## src/core/dll_switch_defs.svh

```systemverilog
// Constants for the DLL on/off mode switch logic inside the memory device.
// Assumes inclusion by the package and design files by bare name.
`ifndef DLL_SWITCH_DEFS_SVH
`define DLL_SWITCH_DEFS_SVH
`define DLLSW_DLL_OFF_BIT 0
`define DLLSW_DLL_RESET_BIT 8
`define DLLSW_OFF_CAS_LATENCY 4'h6
`define DLLSW_OFF_CAS_WRITE_LATENCY 4'h6
`define DLLSW_MRD_CYCLES 4
`define DLLSW_MOD_NS 15
`define DLLSW_MOD_MIN_CYCLES 12
`define DLLSW_XS_NS 170
`define DLLSW_DLLK_CYCLES 512
`define DLLSW_ZQOPER_CYCLES 256
`define DLLSW_PERIOD_PS 5000
`endif

```

## src/core/dll_switch_pkg.sv

```systemverilog
// Types for the DLL on/off mode switch logic.
// Assumes the defs header is on the include path.
`include "dll_switch_defs.svh"
package dll_switch_pkg;
	typedef enum logic [2:0] {
		CMD_NOP,
		CMD_MRS,
		CMD_SRE,
		CMD_SRX,
		CMD_LONG_CAL,
		CMD_READ,
		CMD_OTHER
	} cmd_e;
	typedef struct packed {
		cmd_e cmd;
		logic [2:0] bank;
		logic [15:0] addr;
	} cmd_s;
	typedef enum logic [1:0] {
		WAIT_MOD,
		WAIT_MRD,
		WAIT_XS,
		WAIT_DLLK
	} wait_e;
endpackage

```

## src/core/wait_counter.sv

```systemverilog
// Down-counter that holds off a class of commands for a loaded cycle count.
// Assumes one clock and asynchronous active-low reset.
`timescale 1ns/1ps
module wait_counter #(
	parameter int WIDTH = 10
) (
	input wire logic i_ref_clk,
	input wire logic i_arst_n,
	input wire logic i_load,
	input wire logic [WIDTH-1:0] i_count,
	output logic o_busy
);
	logic [WIDTH-1:0] remain;
	wire logic [WIDTH-1:0] next_remain = i_load ? i_count :
		(remain != '0) ? remain - {{(WIDTH-1){1'b0}}, 1'b1} : remain;

	if (WIDTH < 2) begin : g_bad_width
		$error("wait_counter WIDTH too small");
	end

	always_ff @(posedge i_ref_clk or negedge i_arst_n) begin
		if (!i_arst_n) remain <= '0;
		else remain <= next_remain;
	end

	// Counted one edge short so the command on the final edge is accepted
	assign o_busy = (remain > {{(WIDTH-1){1'b0}}, 1'b1});
endmodule

```

## src/core/dll_mode_switch.sv

```systemverilog
// DLL on/off mode tracking inside the memory device: mode-register writes,
// self refresh entry/exit, DLL reset and lock, and command acceptance gating.
// Assumes commands arrive one per clock edge, already decoded and synchronous.
`timescale 1ns/1ps
`include "dll_switch_defs.svh"

// What this block does
// - mode_reg_1 bit A0 high disables the loop
// - next command accepted after final mode wait
// - cycle waits count actual clock edges
// - nanosecond waits round up to whole cycles
// - loop-off supports latency six, write six
// - loop-off read strobe starts one cycle earlier
module dll_mode_switch #(
	parameter int DLLK_CYCLES = `DLLSW_DLLK_CYCLES,
	parameter int ZQOPER_CYCLES = `DLLSW_ZQOPER_CYCLES,
	parameter int CNT_WIDTH = 12
) (
	input wire logic i_ref_clk,
	input wire logic i_arst_n,
	input wire dll_switch_pkg::cmd_s i_cmd,
	input wire logic i_clock_enable_pin,
	input wire logic i_term_enable_pin,
	input wire logic [3:0] i_additive_latency,
	output logic o_dll_off,
	output logic o_dll_locked,
	output logic o_self_refresh,
	output logic o_cmd_ready,
	output logic o_locked_cmd_ready,
	output logic [3:0] o_cas_latency,
	output logic [3:0] o_cas_write_latency,
	output logic o_latency_error,
	output logic o_protocol_error,
	output logic [4:0] o_read_strobe_delay
);
	import dll_switch_pkg::*;

	localparam int MOD_NS_CYC = (`DLLSW_MOD_NS * 1000 + `DLLSW_PERIOD_PS - 1)
		/ `DLLSW_PERIOD_PS;
	localparam int MOD_CYCLES = (MOD_NS_CYC > `DLLSW_MOD_MIN_CYCLES) ?
		MOD_NS_CYC : `DLLSW_MOD_MIN_CYCLES;
	localparam int XS_CYCLES = (`DLLSW_XS_NS * 1000 + `DLLSW_PERIOD_PS - 1)
		/ `DLLSW_PERIOD_PS;
	localparam int WAIT_CAL = 4;
	localparam int NWAIT = 5;

	// Every wait count must fit the down-counters and be at least one edge
	if (DLLK_CYCLES >= (1 << CNT_WIDTH)) begin : g_bad_lock_count
		$error("dll_mode_switch DLLK_CYCLES does not fit CNT_WIDTH");
	end
	if (ZQOPER_CYCLES >= (1 << CNT_WIDTH)) begin : g_bad_cal_count
		$error("dll_mode_switch ZQOPER_CYCLES does not fit CNT_WIDTH");
	end
	if (MOD_CYCLES >= (1 << CNT_WIDTH)) begin : g_bad_mode_count
		$error("dll_mode_switch CNT_WIDTH too small for the mode wait");
	end
	if (XS_CYCLES >= (1 << CNT_WIDTH)) begin : g_bad_exit_count
		$error("dll_mode_switch CNT_WIDTH too small for the exit wait");
	end
	if (DLLK_CYCLES < 1 || ZQOPER_CYCLES < 1) begin : g_bad_zero_count
		$error("dll_mode_switch wait counts must be at least one");
	end

	logic dll_off;
	logic [3:0] cas_latency;
	logic [3:0] cas_write_latency;
	logic self_refresh;
	logic term_on_at_entry;
	logic lock_pending;
	logic await_reset;
	logic protocol_error;
	logic [4:0] read_strobe_delay;

	wire logic is_mrs = (i_cmd.cmd == CMD_MRS);
	wire logic mode0_write = is_mrs && (i_cmd.bank == 3'h0);
	wire logic mode1_write = is_mrs && (i_cmd.bank == 3'h1);
	wire logic mode2_write = is_mrs && (i_cmd.bank == 3'h2);
	wire logic dll_reset_write = mode0_write && i_cmd.addr[`DLLSW_DLL_RESET_BIT];
	wire logic loop_enable_write = mode1_write && !i_cmd.addr[`DLLSW_DLL_OFF_BIT] && dll_off;
	wire logic sr_entry = (i_cmd.cmd == CMD_SRE);
	wire logic sr_exit = (i_cmd.cmd == CMD_SRX) && self_refresh;
	wire logic zq_cmd = (i_cmd.cmd == CMD_LONG_CAL);
	wire logic read_cmd = (i_cmd.cmd == CMD_READ);
	wire logic active_cmd = (i_cmd.cmd != CMD_NOP);

	// One down-counter per named wait, counting real clock edges
	logic [NWAIT-1:0] wait_load;
	logic [NWAIT-1:0] wait_busy;
	logic [CNT_WIDTH-1:0] wait_count [NWAIT];
	assign wait_load[WAIT_MOD] = is_mrs;
	assign wait_load[WAIT_MRD] = is_mrs;
	assign wait_load[WAIT_XS] = sr_exit;
	assign wait_load[WAIT_DLLK] = dll_reset_write;
	// Calibration has its own counter so it never cuts a running lock wait short
	assign wait_load[WAIT_CAL] = zq_cmd && !self_refresh;
	assign wait_count[WAIT_MOD] = CNT_WIDTH'(MOD_CYCLES);
	assign wait_count[WAIT_MRD] = CNT_WIDTH'(`DLLSW_MRD_CYCLES);
	assign wait_count[WAIT_XS] = CNT_WIDTH'(XS_CYCLES);
	assign wait_count[WAIT_DLLK] = CNT_WIDTH'(DLLK_CYCLES);
	assign wait_count[WAIT_CAL] = CNT_WIDTH'(ZQOPER_CYCLES);

	for (genvar w = 0; w < NWAIT; w++) begin : g_wait
		wait_counter #(
			.WIDTH(CNT_WIDTH)
		) u_wait (
			.i_ref_clk(i_ref_clk),
			.i_arst_n(i_arst_n),
			.i_load(wait_load[w]),
			.i_count(wait_count[w]),
			.o_busy(wait_busy[w])
		);
	end

	// Outside self refresh, commands are accepted once the mode and exit waits are over; loop-on reads also need lock
	wire logic mod_done = !wait_busy[WAIT_MOD] && !wait_busy[WAIT_MRD];
	wire logic next_cmd_ready = mod_done && !wait_busy[WAIT_XS] && !self_refresh;
	wire logic mrs_allowed = !wait_busy[WAIT_MRD] && !wait_busy[WAIT_XS];
	wire logic locked_ready = next_cmd_ready && !dll_off && !wait_busy[WAIT_DLLK] &&
		!wait_busy[WAIT_CAL] && !lock_pending;

	// Pin holds after exit: clock enable high, termination low if it was on
	wire logic hold_window = !self_refresh && (!mod_done || lock_pending || wait_busy[WAIT_XS]);
	wire logic cke_violation = hold_window && !i_clock_enable_pin;
	wire logic term_violation = hold_window && term_on_at_entry && i_term_enable_pin;
	wire logic early_mrs = is_mrs && !mrs_allowed;
	wire logic early_cmd = active_cmd && !is_mrs && !next_cmd_ready && !sr_exit &&
		!(zq_cmd && mod_done && !self_refresh);
	// A loop-on read needs the loop locked and any calibration finished
	wire logic early_read = read_cmd && !dll_off && (lock_pending ||
		wait_busy[WAIT_DLLK] || wait_busy[WAIT_CAL]);
	// Entry while already in self refresh, or exit outside it
	wire logic bad_sr = (sr_entry && self_refresh) || ((i_cmd.cmd == CMD_SRX) && !self_refresh);
	wire logic next_protocol_error = cke_violation || term_violation || early_mrs || early_cmd ||
		early_read || bad_sr;

	// Loop-off read strobe begins one cycle before the usual latency point
	wire logic [4:0] lat_sum = 5'(i_additive_latency) + 5'(cas_latency);
	wire logic [4:0] next_strobe = dll_off ? lat_sum - 5'h01 : lat_sum;

	always_ff @(posedge i_ref_clk or negedge i_arst_n) begin
		if (!i_arst_n) begin
			dll_off <= 1'b0;
		end else if (mode1_write) begin
			dll_off <= i_cmd.addr[`DLLSW_DLL_OFF_BIT];
		end
	end

	always_ff @(posedge i_ref_clk or negedge i_arst_n) begin
		if (!i_arst_n) begin
			cas_latency <= `DLLSW_OFF_CAS_LATENCY;
			cas_write_latency <= `DLLSW_OFF_CAS_WRITE_LATENCY;
		end else begin
			if (mode0_write) cas_latency <= i_cmd.addr[7:4];
			if (mode2_write) cas_write_latency <= i_cmd.addr[6:3];
		end
	end

	always_ff @(posedge i_ref_clk or negedge i_arst_n) begin
		if (!i_arst_n) begin
			self_refresh <= 1'b0;
			term_on_at_entry <= 1'b0;
		end else if (sr_entry && !self_refresh) begin
			self_refresh <= 1'b1;
			term_on_at_entry <= i_term_enable_pin;
		end else if (sr_exit) begin
			self_refresh <= 1'b0;
		end
	end

	// Lock is pending from loop enable or a loop reset until the lock wait after a loop reset ends;
	// after a loop enable, without that reset the loop is never reported locked
	wire logic lock_done = lock_pending && !await_reset && !wait_busy[WAIT_DLLK] &&
		!wait_load[WAIT_DLLK] && !self_refresh && mod_done;

	always_ff @(posedge i_ref_clk or negedge i_arst_n) begin
		if (!i_arst_n) begin
			lock_pending <= 1'b0;
		end else if (loop_enable_write || dll_reset_write) begin
			lock_pending <= 1'b1;
		end else if (lock_done) begin
			lock_pending <= 1'b0;
		end
	end

	always_ff @(posedge i_ref_clk or negedge i_arst_n) begin
		if (!i_arst_n) begin
			await_reset <= 1'b0;
		end else if (loop_enable_write) begin
			await_reset <= 1'b1;
		end else if (dll_reset_write) begin
			await_reset <= 1'b0;
		end
	end

	always_ff @(posedge i_ref_clk or negedge i_arst_n) begin
		if (!i_arst_n) begin
			protocol_error <= 1'b0;
			read_strobe_delay <= 5'h00;
		end else begin
			protocol_error <= protocol_error || next_protocol_error;
			read_strobe_delay <= next_strobe;
		end
	end

	assign o_dll_off = dll_off;
	assign o_dll_locked = !dll_off && !lock_pending && !wait_busy[WAIT_DLLK];
	assign o_self_refresh = self_refresh;
	assign o_cmd_ready = next_cmd_ready;
	assign o_locked_cmd_ready = locked_ready;
	assign o_cas_latency = cas_latency;
	assign o_cas_write_latency = cas_write_latency;
	// Loop-off mode only serves latency six / write latency six
	assign o_latency_error = dll_off && ((cas_latency != `DLLSW_OFF_CAS_LATENCY) ||
		(cas_write_latency != `DLLSW_OFF_CAS_WRITE_LATENCY));
	assign o_protocol_error = protocol_error;
	assign o_read_strobe_delay = read_strobe_delay;
endmodule

```

## config.mk

```make
export PLATFORM = sky130hd
export DESIGN_NAME = dll_mode_switch
export DESIGN_NICKNAME = d
export VERILOG_FILES = /design/src/core/dll_switch_pkg.sv /design/src/core/wait_counter.sv /design/src/core/dll_mode_switch.sv
export VERILOG_INCLUDE_DIRS = /design/src /design/src/core
export SDC_FILE = /design/constraint.sdc
export NUM_CORES = 1
export LEC_CHECK = 0
export BUFFER_PORTS_ARGS = -buffer_cell sky130_fd_sc_hd__buf_2
export CAP_MARGIN = 30
export CORE_UTILIZATION = 40
export CTS_BUF_LIST = sky130_fd_sc_hd__clkbuf_8
export DETAILED_ROUTE_END_ITERATION = 16
export SYNTH_ARGS = -nofsm -noshare
export SYNTH_HDL_FRONTEND = slang
export SYNTH_HIERARCHICAL = 1
export SYNTH_SLANG_ARGS = --single-unit
```

## constraint.sdc

```tcl
create_clock -name i_ref_clk -period 3.08 [get_ports i_ref_clk]
set_input_delay 0 -clock i_ref_clk [delete_from_list [all_inputs] [get_ports i_ref_clk]]
set_output_delay 0 -clock i_ref_clk [all_outputs]
set_load 0.02 [all_outputs]
```

==> metrics.csv, run 1 <==
stage;metric;value;unit
detailed_routing;via count;4116;
timing;Final WS setup;0.325;ns
timing;WHS;0.0329;ns
floorplanning;# IOs;50;
detailed_routing;Avg Vias per Cell;5.06;
power_and_ir_drop;Pint;2.43;mW
global_routing;gr ovfl total;0;
layout;Area growth syn-to-layout;19.3;%
worst_hold_path;worst min path class;input port to register;
clock_network;root buffer cell;clkbuf_8;
logic_synthesis;Yosys reg bits;79;
logic_synthesis;Mapped Cells;532;
timing;Max-slew headroom;58.5;%
logic_synthesis;register area share after synthesis;39.9;%
timing;Final Skew;0.0108;ns
worst_setup_path;largest fanout on the critical path;9;
layout;nets@finish;691;
power_and_ir_drop;net switching power;1.54;mW
worst_setup_path;Critical Path Start;g_wait[1].u_wait/remain[4]$_DFFE_PN0P_;
global_routing;first-pass GRT wire length;18500;um
floorplanning;Die Height;113;um
clock_network;Sink Count;79;
clock_network;clk_lat worst skew;0.37;ns
clock_network;CTS tree;built;
clock_network;clk buf depth;2;
timing;final-report setup violation count;0;
timing;Final Hold Violating Endpoints;0;
worst_hold_path;HP Start;i_additive_latency[0];
detailed_routing;Final ANT Viol Nets;0;
placed_design;IO Port Bufs;40;
timing;Slew Viols, Final;0;
global_routing;initial antenna violation count;1;
clock_network;Max H-tree Level;3;
layout;Finished Core Util;49.1;%
timing;FMAX;363;MHz
clock_network;Post-CTS Setup Inserts;0;
layout;# diodes;0;
floorplanning;Rows;40;
floorplanning;Die X;113;um
placed_design;Place WS;0.596;ns
logic_synthesis;ys async rst share;100;%
global_routing;number of global-route vias before repair;3913;
layout;commonest non-fill, non-tap cell in the layout;dfrtp_1;
timing;Worst-Margin Slew;0.621;ns
worst_setup_path;required time of the critical path;3.08;ns
power_and_ir_drop;Net Sw Frac;38.8;%
logic_synthesis;Yosys cell types;60;
power_and_ir_drop;Final Power;3.96;mW
floorplanning;Starting Density;41.2;%
detailed_routing;DR WL/cell;13.3;um
logic_synthesis;Ys Warns;6;
floorplanning;Core ar.;12100;um2
worst_setup_path;Crit path arrival time;2.76;ns
worst_setup_path;critical path type;register to output pin;
timing;RSZ-0062 raised after global routing;false;
worst_setup_path;CP endpoint kind;output pin;
worst_setup_path;reg-to-reg startpoint;g_wait[1].u_wait/remain[4]$_DFFE_PN0P_;
placed_design;post-DP HPWL;7560;um
detailed_routing;drt drc;0;
timing;final period utilization;89.5;%
logic_synthesis;Post-synth top flop;dfrtp_1;
layout;commonest non-fill, non-tap cells in the layout;dfrtp_1 (75), conb_1 (60), nor2_1 (53);
global_routing;pin count of the biggest net entering global routing;63;
detailed_routing;Routed WL;10800;um
logic_synthesis;syn avg cell area;9.33;um2
clock_network;CTS Hold Bufs;15;
floorplanning;die area;12900;um2
job;Maximum Capacitance Violations;0;
placed_design;routability cong.;0.779;
timing;Tmin final;2.76;ns
power_and_ir_drop;combinational share of power;34.7;%
logic_synthesis;Mapped Area;4960;um2
power_and_ir_drop;Cell Pwr Density;669;nW/um2
power_and_ir_drop;clock share of power;19.9;%
worst_setup_path;Startpoint Class;register;
power_and_ir_drop;sequential power share;45.4;%
detailed_routing;Initial DRC Count;240;
clock_network;clk slew on worst S/H paths;0.09;ns
clock_network;TritonCTS Buffers;9;
detailed_routing;DRT Pass-1 Iters;4;
power_and_ir_drop;peak supply drop;0.000297;V
status;status;finished, final reports clean;
layout;layout cells sized above 1;16.9;%
power_and_ir_drop;total leakage power;2.55;nW
global_routing;Tot GR Track Use;18.1;%
clock_network;# resized after CTS;0;
timing;setup total negative slack;0;ns
logic_synthesis;number of synthesized flops with an enable pin;0;
## per-layer routing
metal,vias to the layer above,GRT usage (%),part of all wire [%]
met4,2,8.25,1.8
met2,27,29.3,47
li1,2125,-,-
met1,1946,23.5,49
met3,16,3.40,2.2
met5,-,0,0.12
## Yosys cell counts (all sizes together), types with 13 or more instances
library cell	n	area share (%)
a21oi	53	5.4
clkbuf	16	1.2
dfrtp	75	38
ha	20	5.0
inv	22	1.7
nand2	25	2.1
nand3	13	1.3
nand4	16	2.5
nor2	54	4.2
nor3	14	1.4
o21ai	45	4.5
xor2	15	2.6
## sequential cells by signal, summed over array words and instances (netlist names)
| name | count |
|---|---|
| g_wait.u_wait/remain | 60 |
| o_read_strobe_delay | 5 |
| o_cas_latency | 4 |
| o_cas_write_latency | 4 |
| await_reset | 1 |
| lock_pending | 1 |
| o_dll_off | 1 |
| o_protocol_error | 1 |
| o_self_refresh | 1 |
| term_on_at_entry | 1 |
## critical path: stages (launching register included)
cell,delay (ns)
dfrtp_1,0.44
nor4_4,0.28
buf_4,0.20
and4b_2,0.29
o21ai_0,0.19
nor3_1,0.38
nand2b_1,0.18
nor3b_1,0.23
buf_2,0.20
## path summary, 6_finish.rpt
path,to,slack [ns],cells after the start
worst max-delay path,o_locked_cmd_ready,0.32,8
worst min-delay path,o_read_strobe_delay[0]$_DFF_PN0_,0.03,3
min in group asynchronous,g_wait[3].u_wait/remain[4]$_DFFE_PN0P_,0.04,2
max in group asynchronous,o_cas_write_latency[2]$_DFFE_PN1P_,2.40,3
worst max register to register,o_protocol_error$_DFF_PN0_,0.60,8
worst min register to register,term_on_at_entry$_DFFE_PN0P_,0.52,1
## layout make-up
class | count | area, um2
timing repair buffer | 65 | 448
tap | 168 | 210
inverter | 22 | 82.6
clock inverter | 6 | 60.1
fill | 1121 | 6140
multi-input combinational | 463 | 3000
clock buffer | 10 | 138
sequential | 79 | 1980
## power groups by stage
stage / Clock [mW] / Combinational [mW] / Sequential [mW]
floorplan: 0 / 0.999 / 1.79
global placement: 0 / 1.31 / 1.80
detailed placement: 0 / 1.37 / 1.81
CTS: 0.823 / 1.38 / 1.80
global route: 0.861 / 1.56 / 1.86
finish: 0.789 / 1.38 / 1.80
## cells by family (layout without fill, tap and decap cells)
family / Yosys count / after routing / synth area share [%]
AOI/OAI and AO/OA: 152 / 152 / 19.4
and+or+nand+nor: 191 / 191 / 23.5
adders and majority gates: 21 / 21 / 5.44
buffers and inverters: 48 / 103 / 4.06
other: 2 / 60 / 0.151
muxes: 13 / 13 / 2.95
xor gates and xnor gates: 26 / 26 / 4.59
DFF: 79 / 79 / 39.9
## metrics by stage
step / cells / cell area [um2]
after global routing: 813 / 5920
after global placement: 781 / 5550
after detailed placement: 782 / 5580
after CTS: 813 / 5920
after floorplan: 590 / 5180
final: 813 / 5920
Power figures use the tool's default switching activity.
==> inputs of run 2 (changes only) <==
--- a/config.mk
+++ b/config.mk
@@ -6,11 +6,15 @@
 export SDC_FILE = /design/constraint.sdc
 export NUM_CORES = 1
 export LEC_CHECK = 0
+export ABC_AREA = 1
 export BUFFER_PORTS_ARGS = -buffer_cell sky130_fd_sc_hd__buf_2
 export CAP_MARGIN = 30
-export CORE_UTILIZATION = 40
+export CELL_PAD_IN_SITES_DETAIL_PLACEMENT = 2
+export CELL_PAD_IN_SITES_GLOBAL_PLACEMENT = 2
+export CORE_UTILIZATION = 35
 export CTS_BUF_LIST = sky130_fd_sc_hd__clkbuf_8
 export DETAILED_ROUTE_END_ITERATION = 16
+export PLACE_DENSITY_LB_ADDON = 0.1
 export SYNTH_ARGS = -nofsm -noshare
 export SYNTH_HDL_FRONTEND = slang
 export SYNTH_HIERARCHICAL = 1
==> metrics.csv, run 2 <==
stage;metric;value;unit
detailed_routing;Final ANT Viol Nets;0;
clock_network;# resized after CTS;0;
worst_setup_path;critical path type;register to output pin;
timing;WHS;0.0393;ns
placed_design;DP Area;6220;um2
logic_synthesis;syn avg cell area;6.87;um2
layout;Area growth syn-to-layout;17.8;%
logic_synthesis;Ys Warns;6;
global_routing;Tot GR Track Use;22.9;%
power_and_ir_drop;Cell Pwr Density;706;nW/um2
job;Maximum Capacitance Violations;0;
global_routing;gr ovfl total;0;
timing;Final WS setup;0.797;ns
detailed_routing;drt drc;0;
logic_synthesis;post-synthesis compound-gate area fraction;10.1;%
timing;setup total negative slack;0;ns
logic_synthesis;Yosys top cell area share;33.7;%
logic_synthesis;number of synthesized flops with an enable pin;0;
logic_synthesis;Mapped Cells;812;
worst_setup_path;reg-to-reg startpoint;o_cas_latency[1]$_DFFE_PN1N_;
logic_synthesis;ys async rst share;100;%
worst_setup_path;WP buf/inv;1;
timing;Worst-Margin Slew;0.615;ns
logic_synthesis;cell taking the most area after synthesis;dfrtp_1;
logic_synthesis;Post-synth top flop;dfrtp_1;
floorplanning;Core ar.;15400;um2
worst_hold_path;hold-critical path endpoint;o_dll_off$_DFFE_PN0P_;
logic_synthesis;Yosys reg bits;79;
worst_hold_path;Hold Crit Depth;4;
clock_network;clk buf depth;2;
worst_setup_path;required time of the critical path;3.08;ns
worst_setup_path;Crit path arrival time;2.28;ns
clock_network;CTS tree;built;
detailed_routing;Routed WL;17400;um
placed_design;IO Port Bufs;40;
layout;commonest non-fill, non-tap cells in the layout;nand2_1 (195), nor2_1 (139), inv_1 (117);
layout;layout cells sized above 1;13.8;%
layout;Largest Register;g_wait.u_wait/remain;
worst_hold_path;worst min path class;input port to register;
global_routing;number of global-route vias before repair;6091;
logic_synthesis;Yosys cell types;39;
detailed_routing;DRT Pass-1 Iters;4;
detailed_routing;Initial DRC Count;132;
worst_setup_path;largest fanout on the critical path;4;
clock_network;Sink Count;79;
layout;commonest non-fill, non-tap cell in the layout;nand2_1;
logic_synthesis;Synth top cells by count;nand2_1 (195), nor2_1 (139), inv_1 (115);
worst_setup_path;r2r endpoint;o_read_strobe_delay[4]$_DFF_PN0_;
worst_setup_path;crit path cell chain;nor2_1 -> nand2_1 -> nor2_4 -> o211ai_1 -> nor2_1 -> nand3_1 -> nor3_1 -> buf_2;
worst_setup_path;Critical-path top delay cell;dfrtp_1;
clock_network;TritonCTS Buffers;9;
detailed_routing;via count;5441;
timing;FMAX;438;MHz
timing;Max-slew headroom;58.7;%
timing;RSZ-0062 raised after global routing;false;
worst_setup_path;worst r2r path cells;8;
layout;nets@finish;980;
clock_network;clk_lat worst skew;0.38;ns
global_routing;initial antenna violation count;0;
floorplanning;Die Height;128;um
worst_setup_path;CP most frequent cell;nor2_1;
worst_setup_path;CP top delay family;simple AND/OR/NAND/NOR gates;
detailed_routing;Avg Vias per Cell;4.75;
logic_synthesis;Mapped Area;5580;um2
logic_synthesis;count leader, synth;nand2_1;
timing;Final Hold Violating Endpoints;0;
layout;non-filler cells, final;1145;
floorplanning;# IOs;50;
layout;# diodes;0;
power_and_ir_drop;peak supply drop;0.000359;V
layout;max reg flops;60;
power_and_ir_drop;total leakage power;3.53;nW
logic_synthesis;Simple-Gate Fraction of Synth Area;37.9;%
worst_setup_path;Startpoint Class;register;
worst_setup_path;CP endpoint kind;output pin;
worst_setup_path;Reg2Reg Setup Slack;1.05;ns
placed_design;post-DP HPWL;12900;um
floorplanning;Rows;45;
placed_design;placed insts;1113;
worst_hold_path;HP Start;i_cmd[18];
clock_network;root buffer cell;clkbuf_8;
global_routing;first-pass GRT wire length;29500;um
global_routing;pin count of the biggest net entering global routing;42;
logic_synthesis;largest family of logic cells by synthesized area;simple AND/OR/NAND/NOR gates;
worst_setup_path;largest stage delay on the critical path;0.41;ns
placed_design;Place WS;1.10;ns
logic_synthesis;top cells by area, synth;dfrtp_1 (34%), nand2_1 (13%), nor2_1 (9.4%);
status;status;finished, final reports clean;
clock_network;clk slew on worst S/H paths;0.09;ns
logic_synthesis;area share of fa/ha/maj cells after synthesis;4.85;%
floorplanning;Starting Density;36.3;%
layout;cell area after layout;6570;um2
timing;Tmin final;2.28;ns
logic_synthesis;register area share after synthesis;35.5;%
placed_design;routability cong.;0.799;
logic_synthesis;mux cell area share after synthesis;0.180;%
timing;Slew Viols, Final;0;
logic_synthesis;post-synthesis xor/xnor area fraction;0.314;%
detailed_routing;DR WL/cell;15.2;um
timing;Final Skew;0.0118;ns
clock_network;Max H-tree Level;3;
floorplanning;die area;16400;um2
timing;final-report setup violation count;0;
floorplanning;Die X;128;um
timing;final period utilization;74.1;%
run 2: what timing repair did:
item | CTS | global route
setup buffers | 0 | 0
hold buffers | 16 | 0
hold endpoints to repair | 51 | 0
run 2: worst max path at each step:
stage	start	slack, ns	to	cells after the start
floorplan	o_cas_latency[0]$_DFFE_PN0N_	1.21	o_read_strobe_delay[4]$_DFF_PN0_	9
global placement	o_cas_latency[1]$_DFFE_PN1N_	1.16	o_read_strobe_delay[4]$_DFF_PN0_	8
detailed placement	o_cas_latency[1]$_DFFE_PN1N_	1.10	o_read_strobe_delay[4]$_DFF_PN0_	8
CTS	g_wait[0].u_wait/remain[4]$_DFFE_PN0P_	0.71	o_locked_cmd_ready	8
global route	g_wait[0].u_wait/remain[4]$_DFFE_PN0P_	0.57	o_locked_cmd_ready	8
finish	g_wait[0].u_wait/remain[4]$_DFFE_PN0P_	0.80	o_locked_cmd_ready	8
run 2: cells by family after synthesis:
logic type,after synthesis
muxes,1
DFF,79
buffers and inverters,141
adders and majority gates,21
AOI/OAI and AO/OA,99
xor gates and xnor gates,2
other,2
and+or+nand+nor,467
run 2: stage by stage:
stage          total power, mW  util [%]
6_report                  4.64      42.7
5_1_grt                   5.05      42.7
4_1_cts                   4.69      42.7
3_5_place_dp              3.81      40.4
3_3_place_gp              3.62      40.3
2_1_floorplan             3.21         -
run 2: layout make-up:
class | count | area (um2)
multi-input cells | 650 | 3210
clock inverters | 6 | 52.6
clock buffers | 10 | 138
repair buffers | 60 | 413
fillers | 1905 | 8800
flip-flops and latches | 79 | 1980
well taps | 211 | 264
inverters | 129 | 512
run 2: worst reg2reg max path, stage by stage, from the launching register on:
cell	delay, ns
dfstp_2	0.59
inv_1	0.07
fa_1	0.57
ha_1	0.17
nand2_1	0.09
a21oi_1	0.22
nand3_1	0.11
nand2_1	0.07
nand2_1	0.05
run 2: power breakdown:
part / total [mW] / switching (mW) / leakage, nW / internal [mW]
clock network: 0.804 / 0.416 / 0.108 / 0.388
registers: 1.81 / 0.384 / 0.900 / 1.43
logic: 2.02 / 1.33 / 2.52 / 0.690
run 2: layer usage:
metal | GRT usage (%) | share of wire, % | routed length, um | vias up
met5 | 0 | 0 | 0 | -
met4 | 4.71 | 0.73 | 128 | 0
met3 | 4.97 | 2.8 | 481 | 10
met2 | 44.3 | 54 | 9400 | 51
met1 | 25.2 | 43 | 7430 | 2683
li1 | - | - | - | 2697
